<file path="src/rtl/sld_defines.vh">
// Constants of the static segment driver: sizes, bit positions, timing.
`ifndef SLD_DEFINES_VH
`define SLD_DEFINES_VH

// ============================================================
// Display geometry
`define SLD_SEG_COUNT      40
`define SLD_LOW_GROUP_LAST 16

// ============================================================
// Bit positions of the synchronised pin vector
`define SLD_PIN_SCLK   0
`define SLD_PIN_SDIN   1
`define SLD_PIN_LATCH  2
`define SLD_PIN_DIVCK  3
`define SLD_PIN_FRAME  4
`define SLD_PIN_BLINK  5
`define SLD_PIN_OSCEN  6
`define SLD_PIN_BEN    7
`define SLD_PIN_SEN_LO 8
`define SLD_PIN_SEN_HI 9
`define SLD_PIN_CEN_A  10
`define SLD_PIN_CEN_B  11
`define SLD_PIN_COUNT  12

// ============================================================
// Divider: counter bit k toggles at the input rate over 2^(k+1)
`define SLD_DIV_WIDTH  15
`define SLD_DIV16_BIT  3
`define SLD_DIV256_BIT 7
`define SLD_DIV8K_BIT  12
`define SLD_DIV32K_BIT 14

// ============================================================
// Timing of the internal oscillator
`define SLD_CLOCK_HZ        25000000
`define SLD_OSC_HZ          32000
`define SLD_OSC_HALF_CYCLES (`SLD_CLOCK_HZ / (2 * `SLD_OSC_HZ))
`define SLD_OSC_CNT_WIDTH   9

// ============================================================
// Serial input buffer and reset values
`define SLD_FIFO_DEPTH    32
`define SLD_FIFO_ADDR_W   5
`define SLD_DATA_RESET    40'h00_0000_0000
`define SLD_PIN_RESET     12'h000
`define SLD_DIV_RESET     15'h0000

`endif

</file>
<file path="src/rtl/sld_driver.v">
// Static 40-segment driver with serial input buffer, divider and blink.
`include "sld_defines.vh"

// ============================================================
// Serial bit buffer
module sld_fifo #(
    parameter WIDTH  = 1,
    parameter DEPTH  = `SLD_FIFO_DEPTH,
    parameter ADDR_W = `SLD_FIFO_ADDR_W
) (
    input  wire              clock,
    input  wire              rst_n,
    input  wire              in_valid,
    output wire              in_ready,
    input  wire [WIDTH-1:0]  in_data,
    output wire              out_valid,
    input  wire              out_ready,
    output wire [WIDTH-1:0]  out_data,
    output wire [ADDR_W:0]   count
);
    reg [WIDTH-1:0]  mem [0:DEPTH-1];
    reg [ADDR_W-1:0] wr_ptr_reg;
    reg [ADDR_W-1:0] rd_ptr_reg;
    reg [ADDR_W:0]   count_reg;
    wire             push;
    wire             pop;

    // Full and empty follow the occupancy count, so both stay honest.
    assign in_ready  = (count_reg != DEPTH[ADDR_W:0]);
    assign out_valid = (count_reg != {(ADDR_W+1){1'b0}});
    assign push      = in_valid & in_ready;
    assign pop       = out_valid & out_ready;
    assign out_data  = mem[rd_ptr_reg];
    assign count     = count_reg;

    // Storage has no reset; only pointers and count are control state.
    always @(posedge clock) begin
        if (push) begin
            mem[wr_ptr_reg] <= in_data;
        end
    end

    // Pointers wrap naturally since depth is a power of two.
    always @(posedge clock or negedge rst_n) begin
        if (!rst_n) begin
            wr_ptr_reg <= {ADDR_W{1'b0}};
            rd_ptr_reg <= {ADDR_W{1'b0}};
            count_reg  <= {(ADDR_W+1){1'b0}};
        end else begin
            if (push) begin
                wr_ptr_reg <= wr_ptr_reg + 1'b1;
            end
            if (pop) begin
                rd_ptr_reg <= rd_ptr_reg + 1'b1;
            end
            if (push && !pop) begin
                count_reg <= count_reg + 1'b1;
            end else if (pop && !push) begin
                count_reg <= count_reg - 1'b1;
            end
        end
    end
endmodule

// ============================================================
// Top level
module sld_driver #(
    parameter SEG_COUNT  = `SLD_SEG_COUNT,
    parameter LOW_LAST   = `SLD_LOW_GROUP_LAST,
    parameter FIFO_DEPTH = `SLD_FIFO_DEPTH,
    parameter FIFO_AW    = `SLD_FIFO_ADDR_W
) (
    input  wire                 clock,
    input  wire                 rst_n,
    input  wire                 shift_clock,
    input  wire                 serial_in_line,
    input  wire                 latch,
    input  wire                 divider_clock_in,
    input  wire                 lcd_frame_clock,
    input  wire                 blink_rate_clock,
    input  wire                 oscillator_enable_low,
    input  wire                 blink_enable_low,
    input  wire                 low_segment_group_enable,
    input  wire                 high_segment_group_enable,
    input  wire                 common_a_enable,
    input  wire                 common_b_enable,
    output reg                  oscillator_output,
    output reg  [4:0]           frame_clock_taps,
    output reg  [2:0]           blink_clock_taps,
    output reg                  serial_chain_out,
    output reg                  serial_ready,
    output reg                  common_out_a,
    output reg                  common_out_b,
    output reg  [SEG_COUNT-1:0] segment_out
);
    wire [`SLD_PIN_COUNT-1:0]     pins_raw;
    reg  [`SLD_PIN_COUNT-1:0]     sync1_reg;
    reg  [`SLD_PIN_COUNT-1:0]     sync2_reg;
    reg  [`SLD_PIN_COUNT-1:0]     prev_reg;
    wire                          shift_rise;
    wire                          latch_rise;
    wire                          divck_rise;
    wire                          frame_edge;
    reg  [`SLD_OSC_CNT_WIDTH-1:0] osc_cnt_reg;
    reg  [`SLD_DIV_WIDTH-1:0]     div_cnt_reg;
    reg  [SEG_COUNT-1:0]          shift_reg;
    reg  [SEG_COUNT-1:0]          data_reg;
    reg                           latch_pending_reg;
    reg  [FIFO_AW:0]              ahead_reg;
    reg  [FIFO_AW:0]              ahead_next;
    wire                          copy_now;
    wire                          fifo_in_ready;
    wire                          fifo_out_valid;
    wire                          fifo_out_ready;
    wire                          fifo_out_data;
    wire [FIFO_AW:0]              fifo_count;
    wire                          pop;
    wire                          frame;
    wire                          blank;
    wire                          seg_lo_on;
    wire                          seg_hi_on;

    // ============================================================
    // Pin synchronisers
    assign pins_raw = {common_b_enable, common_a_enable,
                       high_segment_group_enable, low_segment_group_enable,
                       blink_enable_low, oscillator_enable_low,
                       blink_rate_clock, lcd_frame_clock, divider_clock_in,
                       latch, serial_in_line, shift_clock};

    // Every pin is asynchronous to clock; prev_reg feeds edge detection.
    always @(posedge clock or negedge rst_n) begin
        if (!rst_n) begin
            sync1_reg <= `SLD_PIN_RESET;
            sync2_reg <= `SLD_PIN_RESET;
            prev_reg  <= `SLD_PIN_RESET;
        end else begin
            sync1_reg <= pins_raw;
            sync2_reg <= sync1_reg;
            prev_reg  <= sync2_reg;
        end
    end

    assign shift_rise = sync2_reg[`SLD_PIN_SCLK] & ~prev_reg[`SLD_PIN_SCLK];
    assign latch_rise = sync2_reg[`SLD_PIN_LATCH]
                        & ~prev_reg[`SLD_PIN_LATCH];
    assign divck_rise = sync2_reg[`SLD_PIN_DIVCK]
                        & ~prev_reg[`SLD_PIN_DIVCK];
    assign frame_edge = sync2_reg[`SLD_PIN_FRAME]
                        ^ prev_reg[`SLD_PIN_FRAME];

    // ============================================================
    // Internal oscillator
    // Toggles every half period while its enable is low; held low
    // otherwise so that an external clock can own the divider input.
    always @(posedge clock or negedge rst_n) begin
        if (!rst_n) begin
            osc_cnt_reg       <= {`SLD_OSC_CNT_WIDTH{1'b0}};
            oscillator_output <= 1'b0;
        end else if (sync2_reg[`SLD_PIN_OSCEN]) begin
            osc_cnt_reg       <= {`SLD_OSC_CNT_WIDTH{1'b0}};
            oscillator_output <= 1'b0;
        end else if (osc_cnt_reg ==
                     `SLD_OSC_HALF_CYCLES - 1) begin
            osc_cnt_reg       <= {`SLD_OSC_CNT_WIDTH{1'b0}};
            oscillator_output <= ~oscillator_output;
        end else begin
            osc_cnt_reg <= osc_cnt_reg + 1'b1;
        end
    end

    // ============================================================
    // Frequency divider
    // Counts rises of the divider input; each tap is one counter bit.
    always @(posedge clock or negedge rst_n) begin
        if (!rst_n) begin
            div_cnt_reg      <= `SLD_DIV_RESET;
            frame_clock_taps <= 5'h00;
            blink_clock_taps <= 3'h0;
        end else begin
            if (divck_rise) begin
                div_cnt_reg <= div_cnt_reg + 1'b1;
            end
            frame_clock_taps <=
                div_cnt_reg[`SLD_DIV256_BIT:`SLD_DIV16_BIT];
            blink_clock_taps <=
                div_cnt_reg[`SLD_DIV32K_BIT:`SLD_DIV8K_BIT];
        end
    end

    // ============================================================
    // Serial input path
    // The buffer absorbs shift-clock bits while a latch copy stalls
    // the drain; the bit pins cannot be held, so ready is reported.
    sld_fifo #(
        .WIDTH  (1),
        .DEPTH  (FIFO_DEPTH),
        .ADDR_W (FIFO_AW)
    ) u_fifo (
        .clock     (clock),
        .rst_n     (rst_n),
        .in_valid  (shift_rise),
        .in_ready  (fifo_in_ready),
        .in_data   (sync2_reg[`SLD_PIN_SDIN]),
        .out_valid (fifo_out_valid),
        .out_ready (fifo_out_ready),
        .out_data  (fifo_out_data),
        .count     (fifo_count)
    );

    assign copy_now       = latch_pending_reg
                            & (ahead_reg == {(FIFO_AW+1){1'b0}});
    assign fifo_out_ready = ~copy_now;
    assign pop            = fifo_out_valid & fifo_out_ready;

    // Bits that arrived before the latch rise must be shifted first.
    always @* begin
        ahead_next = ahead_reg;
        if (latch_rise && !latch_pending_reg) begin
            ahead_next = fifo_count
                         + {{FIFO_AW{1'b0}}, shift_rise & fifo_in_ready}
                         - {{FIFO_AW{1'b0}}, pop};
        end else if (pop && latch_pending_reg &&
                     ahead_reg != {(FIFO_AW+1){1'b0}}) begin
            ahead_next = ahead_reg - 1'b1;
        end
    end

    // Shift in at bit 0 so the first bit sent reaches the last segment.
    always @(posedge clock or negedge rst_n) begin
        if (!rst_n) begin
            shift_reg         <= `SLD_DATA_RESET;
            data_reg          <= `SLD_DATA_RESET;
            serial_chain_out  <= 1'b0;
            serial_ready      <= 1'b0;
            latch_pending_reg <= 1'b0;
            ahead_reg         <= {(FIFO_AW+1){1'b0}};
        end else begin
            serial_ready <= fifo_in_ready;
            ahead_reg    <= ahead_next;
            if (pop) begin
                shift_reg        <= {shift_reg[SEG_COUNT-2:0],
                                     fifo_out_data};
                serial_chain_out <= shift_reg[SEG_COUNT-1];
            end
            if (copy_now) begin
                data_reg          <= shift_reg;
                latch_pending_reg <= 1'b0;
            end else if (latch_rise) begin
                latch_pending_reg <= 1'b1;
            end
        end
    end

    // ============================================================
    // Output drive
    assign frame     = sync2_reg[`SLD_PIN_FRAME];
    // Blink off phase is the low half of the blink clock.
    assign blank     = ~sync2_reg[`SLD_PIN_BEN]
                       & ~sync2_reg[`SLD_PIN_BLINK];
    assign seg_lo_on = ~sync2_reg[`SLD_PIN_SEN_LO];
    assign seg_hi_on = ~sync2_reg[`SLD_PIN_SEN_HI];

    // Commons update only on frame edges, so a latch cannot glitch them.
    always @(posedge clock or negedge rst_n) begin
        if (!rst_n) begin
            common_out_a <= 1'b0;
            common_out_b <= 1'b0;
        end else if (frame_edge) begin
            common_out_a <= ~sync2_reg[`SLD_PIN_CEN_A]
                            & ~frame;
            common_out_b <= ~sync2_reg[`SLD_PIN_CEN_B]
                            & ~frame;
        end
    end

    // One flip-flop per segment; a lit segment follows the frame clock.
    genvar i;
    generate
        for (i = 0; i < SEG_COUNT; i = i + 1) begin : g_seg
            wire group_on;
            assign group_on = (i < LOW_LAST) ? seg_lo_on : seg_hi_on;
            always @(posedge clock or negedge rst_n) begin
                if (!rst_n) begin
                    segment_out[i] <= 1'b0;
                end else if (frame_edge) begin
                    segment_out[i] <= group_on
                        & ((data_reg[i] & ~blank) ? frame
                                                  : ~frame);
                end
            end
        end
    endgenerate
endmodule

</file>
<file path="config.mk">
export PLATFORM = sky130hd
export DESIGN_NAME = sld_driver
export DESIGN_NICKNAME = d
export VERILOG_FILES = /design/src/rtl/sld_driver.v
export VERILOG_INCLUDE_DIRS = /design/src /design/src/rtl
export SDC_FILE = /design/constraint.sdc
export NUM_CORES = 1
export LEC_CHECK = 0
export BUFFER_PORTS_ARGS = -buffer_cell sky130_fd_sc_hd__buf_2
export CAP_MARGIN = 20
export CELL_PAD_IN_SITES_DETAIL_PLACEMENT = 0
export CELL_PAD_IN_SITES_GLOBAL_PLACEMENT = 1
export CORE_ASPECT_RATIO = 0.6
export CORE_MARGIN = 5
export CORE_UTILIZATION = 53
export DETAILED_ROUTE_END_ITERATION = 6
export PLACE_DENSITY_LB_ADDON = 0.2
export SLEW_MARGIN = 20
export SYNTH_ARGS = -nofsm -noshare
export SYNTH_HDL_FRONTEND = slang
export SYNTH_HIERARCHICAL = 1
export SYNTH_SLANG_ARGS = --single-unit
</file>
<file path="constraint.sdc">
create_clock -name clock -period 7.8 [get_ports clock]
set_clock_uncertainty 0.05 [all_clocks]
set_input_delay 1.56 -clock clock [delete_from_list [all_inputs] [get_ports clock]]
set_output_delay 1.56 -clock clock [all_outputs]
set_load 0.02 [all_outputs]
</file>
=== Yosys cells after proc, flatten, opt, wreduce, memory -nomap -nowiden ===
Memories as Yosys holds them, arrays and structs flattened. A register that Yosys moved wholly into a read port is not among the register bits.
Index checks and enable logic that the tools add are counted.

* Register bits: 209
* RAM bits: 32
* Input bits: 14
* Output and inout port bits: 53
* Word-level logic and storage cells: 242
* Memories: 1

{| class="wikitable"
|+ Memory list
! name !! words !! bits a word !! read ports !! clocked after Yosys merged registers in !! write ports !! RTL line !! text
|-
| u_fifo.mem || 32 || 1 || 1 || 1 || 1 || sld_driver.v:21 || <nowiki>reg [WIDTH-1:0] mem [0:DEPTH-1];</nowiki>
|}

* Add/sub/neg operators: 9
* Equality and inequality tests: 2
* Muxes and demuxes: 52
* Bitwise gates (word level): 103
* Reductions and logical operators: 16

{| class="wikitable"
|+ Operators with widths
! operator !! number
|-
| $and A1 B1 Y1 || 89
|-
| $mux W1 || 46
|-
| $mux W6 || 4
|-
| $mux W9 || 2
|-
| $add A15 B1 Y15 const B || 1
|-
| $not A1 Y1 || 13
|-
| $reduce_bool A6 Y1 || 2
|-
| $sub A6 B1 Y6 const B || 2
|-
| $add A5 B1 Y5 const B || 2
|-
| $add A9 B1 Y9 const B || 1
|-
| $eq A9 B9 Y1 const B || 1
|-
| $reduce_bool A2 Y1 || 4
|-
| $add A6 B1 Y6 || 1
|-
| $add A6 B1 Y6 const B || 1
|-
| $logic_not A6 Y1 || 1
|-
| $ne A6 B6 Y1 const B || 1
|-
| $sub A6 B1 Y6 || 1
|-
| $logic_and A1 B1 Y1 || 5
|-
| $logic_not A1 Y1 || 4
|-
| $xor A1 B1 Y1 || 1
|}

=== Logic depth before layout (Yosys ltp) ===
* Depth after elaboration: 8
* Mapped depth: 16

=== Cells and area by module ===
Netlist, hierarchy kept.

{| class="wikitable"
|+ By module, submodules not included
! module !! instances !! cells an instance !! area an instance (µm²) !! seq. area each (µm²)
|-
| sld_driver || 1 || 632 || 7873.8 || 4804.6
|-
| sld_fifo || 1 || 199 || 2416.1 || 1361.3
|}

=== Worst setup path before layout ===
No wires, ideal clock.

* Path kind: register to register
* Start point: register u_fifo.count_reg[1] (netlist: u_fifo/count[1])
* End point: register ahead_reg[4]
* Arrival time: 3.091 ns
* Data required time: 7.612 ns
* Path slack: 4.521 ns
* Stages on the path, launching flop included: 16
* Path buffers: 1
* Clock period less this slack: 3.279 ns
* Cell sequence: dfrtp_1 -> or4_4 -> or3_1 -> nand2_1 -> buf_4 -> inv_1 -> ha_1 -> inv_1 -> ha_1 -> inv_1 -> fa_1 -> inv_1 -> a21o_1 -> a21oi_1 -> xor2_1 -> o221ai_1

* Longest elaborated chain between the ends: 5
* Elaborated cells between the ends (all ways): 10
* Those cells by class: 2 x add/sub; 1 x eq/ne; 1 x mux; 2 x bitwise; 4 x reduce/logical

{| class="wikitable"
|+ RTL lines
! element !! RTL line !! text
|-
| start, declared || sld_driver.v:24 || <nowiki>reg [ADDR_W:0] count_reg;</nowiki>
|-
| start signal, assigned || sld_driver.v:48 || <nowiki>count_reg <= {(ADDR_W+1){1'b0}};</nowiki>
|-
| start signal, assigned || sld_driver.v:57 || <nowiki>count_reg <= count_reg + 1'b1;</nowiki>
|-
| start signal, assigned || sld_driver.v:59 || <nowiki>count_reg <= count_reg - 1'b1;</nowiki>
|-
| $reduce_bool A6 Y1 * || sld_driver.v:30 || <nowiki>assign out_valid = (count_reg != {(ADDR_W+1){1'b0}});</nowiki>
|-
| via fifo_out_valid || sld_driver.v:113 || <nowiki>wire fifo_out_valid;</nowiki>
|-
| $and A1 B1 Y1 * || sld_driver.v:214 || <nowiki>assign pop = fifo_out_valid & fifo_out_ready;</nowiki>
|-
| via pop || sld_driver.v:117 || <nowiki>wire pop;</nowiki>
|-
| branches (longest 3 deep; another with $sub A6 B1 Y6) || n/a ||
|-
| end signal, assigned || sld_driver.v:237 || <nowiki>ahead_reg <= {(FIFO_AW+1){1'b0}};</nowiki>
|-
| end signal, assigned || sld_driver.v:240 || <nowiki>ahead_reg <= ahead_next;</nowiki>
|-
| end, declared || sld_driver.v:109 || <nowiki>reg [FIFO_AW:0] ahead_reg;</nowiki>
|}

Mark *: on every way through the listed nets, which the timed path passes.
A chain may end at the register's enable or synchronous reset.

=== Worst setup path in the final report ===
* Start point: register ahead_reg[2]
* End point: register ahead_reg[4]

* Longest elaborated chain between the ends: 7
* Elaborated cells between the ends (all ways): 12
* Those cells by class: 2 x add/sub; 2 x mux; 3 x bitwise; 5 x reduce/logical

{| class="wikitable"
|+ RTL lines
! element !! RTL line !! text
|-
| $logic_not A6 Y1 * || sld_driver.v:212 || <nowiki>& (ahead_reg == {(FIFO_AW+1){1'b0}});</nowiki>
|-
| $and A1 B1 Y1 * || sld_driver.v:212 ||
|-
| $not A1 Y1 * || sld_driver.v:213 || <nowiki>assign fifo_out_ready = ~copy_now;</nowiki>
|-
| $and A1 B1 Y1 * || sld_driver.v:214 ||
|-
| via pop || sld_driver.v:117 ||
|-
| branches (longest 3 deep; another with $sub A6 B1 Y6) || n/a ||
|}

Mark *: on every way through the listed nets, which the timed path passes. The select of a mux whose other input is x is not followed.

==> reports/results.txt <==
I/O pin count: 67
Placer Congestion: 0.823
Gate Count Post-Synth: 831
Vias per cell: 5.76
Max incr delay on CP: 1.08 ns
Final instance area: 11,500 um^2
Startpoint Class: register
Status: finished clean
Initial core utilization: 0.541
R2R Path End: ahead_reg[4]
CTS Hold Bufs: 0
Reg2Reg Depth: 14
N_diodes: 0
Unrepaired setup endpoints after global routing: no
Mapped Area: 10,300 um^2
Total internal power: 2.83 mW
Drt wl/cell: 17.5 um
Worst-path clk slew: 0.06 ns
Die Y: 118 um
Switching Share: 0.326
H-tree Lvls: 1
Layout net count: 920
FF-to-FF Start: ahead_reg[2]
Final core utilization: 0.605
VDD IR max: 168 uV
Max-Cap Viols: 0
Slowest CP cell: nand2_2
Drt drc: 0
Pwr Total: 4.19 mW
Hold path depth: 0
Mean Syn Cell Area: 12.4 um^2
EDFF count, synth: 32
Area Growth Syn to Fin: 11.9%
Clock buffer depth: 3
P per Cell Area: 364 nW/um^2
Vias in the first global route: 6,705
IO Port Bufs: 66
Worst setup EP type: register
Postcts setup bufs: 0
Largest net degree at the start of global routing: 132
Slew HR: 0.328
Post-Synthesis Net Count: 869
Synth area leaders: dfrtp_1, edfxtp_1, mux2_2
Clock Sinks: 240
Async set or reset register ratio after synthesis: 0.867
Initial DRC count: 435
Dpl hpwl: 13.4 mm
Hold crit path type: reg -> reg
Synth cell types: 56
WP buf/inv: 4
Clock root buffer: clkbuf_16
P_sw: 1.37 mW
Flop pwr share: 0.463
Detail Route Antenna Nets: 0
Static Leak: 5.00 nW
Hold endpoint: sync2_reg[4]
Die area: 22,400 um^2
Required @ worst endpoint: 8.13 ns
Num CTS Buffers: 22
First-pass GRT wire length: 34.6 mm
Seq/Total Area, Yosys: 0.599
Endpoints failing hold: 0
Site Rows: 39
Total GRT Usage: 0.183
Core area: 19,000 um^2
Worst Path Arrival: 4.71 ns
Layout cells sized above 1: 0.237
Most used cell, CP: inv_1
Area leader, netlist: dfrtp_1
Drt pass-1 iters: 5
Initial antenna violation count: 0
Total of warnings raised by yosys: 6
Total number of vias: 6,587
Setup_tns: 0 ns
CP Max Fanout: 45
CTS tree: built
Die X: 190 um
Final setup vio count: 0
Main synth FF type: dfrtp_1
Period utilization: 0.563
Critical-path cell list: nor2_1 -> nand4_4 -> nand2_2 -> inv_1 -> ha_1 -> inv_1 -> ha_1 -> inv_1 -> fa_1 -> inv_1 -> a21o_1 -> a21oi_1 -> xor2_1 -> o221ai_1
Synth Register Bits: 240
Kind of critical path: reg -> reg
Routed WL: 20.0 mm
Comb pwr share: 0.283
Slew Viols, Final: 0
Flop2flop setup slack: 3.41 ns
Post-DP Area: 10,800 um^2
Hold_sp: sync1_reg[4]
Clock Power Share: 0.254
Hold WS: 0.297 ns
Post-layout min period: 4.39 ns
Cell family with most CP delay: simple AND/OR/NAND/NOR gates
Post-CTS sizing: 0
Maximum clock rate: 228 MHz
Post-synth top area share: 0.506
Skew-Pair Late Insertion Delay: 0.50 ns
Gr ovfl total: 0
Actual slew at the worst max-slew pin: 1.00 ns
-- cell usage in the layout, fill, tap and decap left out, types with 7 or more instances in the layout --
| master | synthesis | final |
|---|---|---|
| a21oi_1 | 35 | 35 |
| a221oi_1 | 24 | 24 |
| a22oi_1 | 25 | 25 |
| a32oi_1 | 15 | 15 |
| buf_2 | 9 | 65 |
| buf_4 | 4 | 8 |
| clkbuf_16 | 0 | 23 |
| dfrtp_1 | 208 | 207 |
| edfxtp_1 | 32 | 32 |
| ha_1 | 22 | 22 |
| inv_1 | 24 | 24 |
| mux2_2 | 84 | 84 |
| nand2_1 | 78 | 77 |
| nand3_1 | 18 | 18 |
| nand4_1 | 7 | 7 |
| nor2_1 | 64 | 63 |
| o21ai_0 | 32 | 32 |
| xnor2_1 | 26 | 26 |
| xor2_1 | 12 | 12 |
-- metal layers --
layer / vias up / global-route usage / wire (um)
met5: - / 0 / 0
met4: 0 / 0.0352 / 264
met3: 26 / 0.0308 / 869
met2: 151 / 0.275 / 9170
met1: 3333 / 0.284 / 9670
li1: 3077 / - / -
-- how the worst max path moves through the flow --
stage | slack (ns) | startpoint | cells after the start | end
after floorplan | 4.52 | u_fifo/count[1] | 15 | ahead_reg[4]
after global placement | 3.53 | ahead_reg[2] | 14 | ahead_reg[4]
after global routing | 2.94 | ahead_reg[2] | 14 | ahead_reg[4]
final | 3.41 | ahead_reg[2] | 14 | ahead_reg[4]
after CTS | 3.36 | ahead_reg[2] | 14 | ahead_reg[4]
after detailed placement | 3.41 | ahead_reg[2] | 14 | ahead_reg[4]
-- Yosys cell counts, types with 3 or more instances --
| library cell | count |
|---|---|
| dfrtp_1 | 208 |
| mux2_2 | 84 |
| nand2_1 | 78 |
| nor2_1 | 64 |
| a21oi_1 | 35 |
| edfxtp_1 | 32 |
| o21ai_0 | 32 |
| clkbuf_1 | 31 |
| xnor2_1 | 26 |
| a22oi_1 | 25 |
| a221oi_1 | 24 |
| inv_1 | 24 |
| ha_1 | 22 |
| nand3_1 | 18 |
| a32oi_1 | 15 |
| xor2_1 | 12 |
| buf_2 | 9 |
| nand4_1 | 7 |
| mux4_2 | 6 |
| nor2b_1 | 6 |
| mux2i_1 | 5 |
| nand3b_1 | 5 |
| or3_1 | 5 |
| and3_1 | 4 |
| buf_4 | 4 |
| a21o_1 | 3 |
| nand2_2 | 3 |
| nand2_4 | 3 |
| nor3_1 | 3 |
-- cell families after synthesis --
kind of cell / share of synthesized area
DFF: 0.599
and+or+nand+nor: 0.0980
AOI/OAI and AO/OA: 0.0989
muxes: 0.111
buffers and inverters: 0.0299
xor gates and xnor gates: 0.0323
adders and majority gates: 0.0306
-- worst register-to-register path, stage by stage, from the launching register on --
cell and delay [ns]:
dfrtp_1 0.41, nor2_1 0.26, nand4_4 0.71, nand2_2 1.09, inv_1 0.12, ha_1 0.34, inv_1 0.06, ha_1 0.19
inv_1 0.07, fa_1 0.40, inv_1 0.07, a21o_1 0.12, a21oi_1 0.09, xor2_1 0.14, o221ai_1 0.13
-- power by group through the flow --
stage	logic [mW]	registers (mW)	clock network, mW
global placement	1.13	1.94	0
CTS	1.20	1.94	1.10
detailed placement	1.19	1.96	0
finish	1.19	1.94	1.06
global route	1.33	2.00	1.15
floorplan	0.934	1.87	0
-- cell type report --
cell class	count	area, um^2
clock inverters	6	57.6
inverters	24	90.1
multi-input cells	520	3820
fillers	1507	7520
well taps	246	308
clock buffers	34	667
flip-flops and latches	240	6170
repair buffers	74	400
-- through the flow --
step           cells  worst slack (ns)
3_5_place_dp    1103              3.41
3_3_place_gp    1103              3.53
6_report        1144              3.41
4_1_cts         1143              3.36
2_1_floorplan    831              4.52
5_1_grt         1144              2.94
Note: power is estimated with default switching activity, not from simulation.
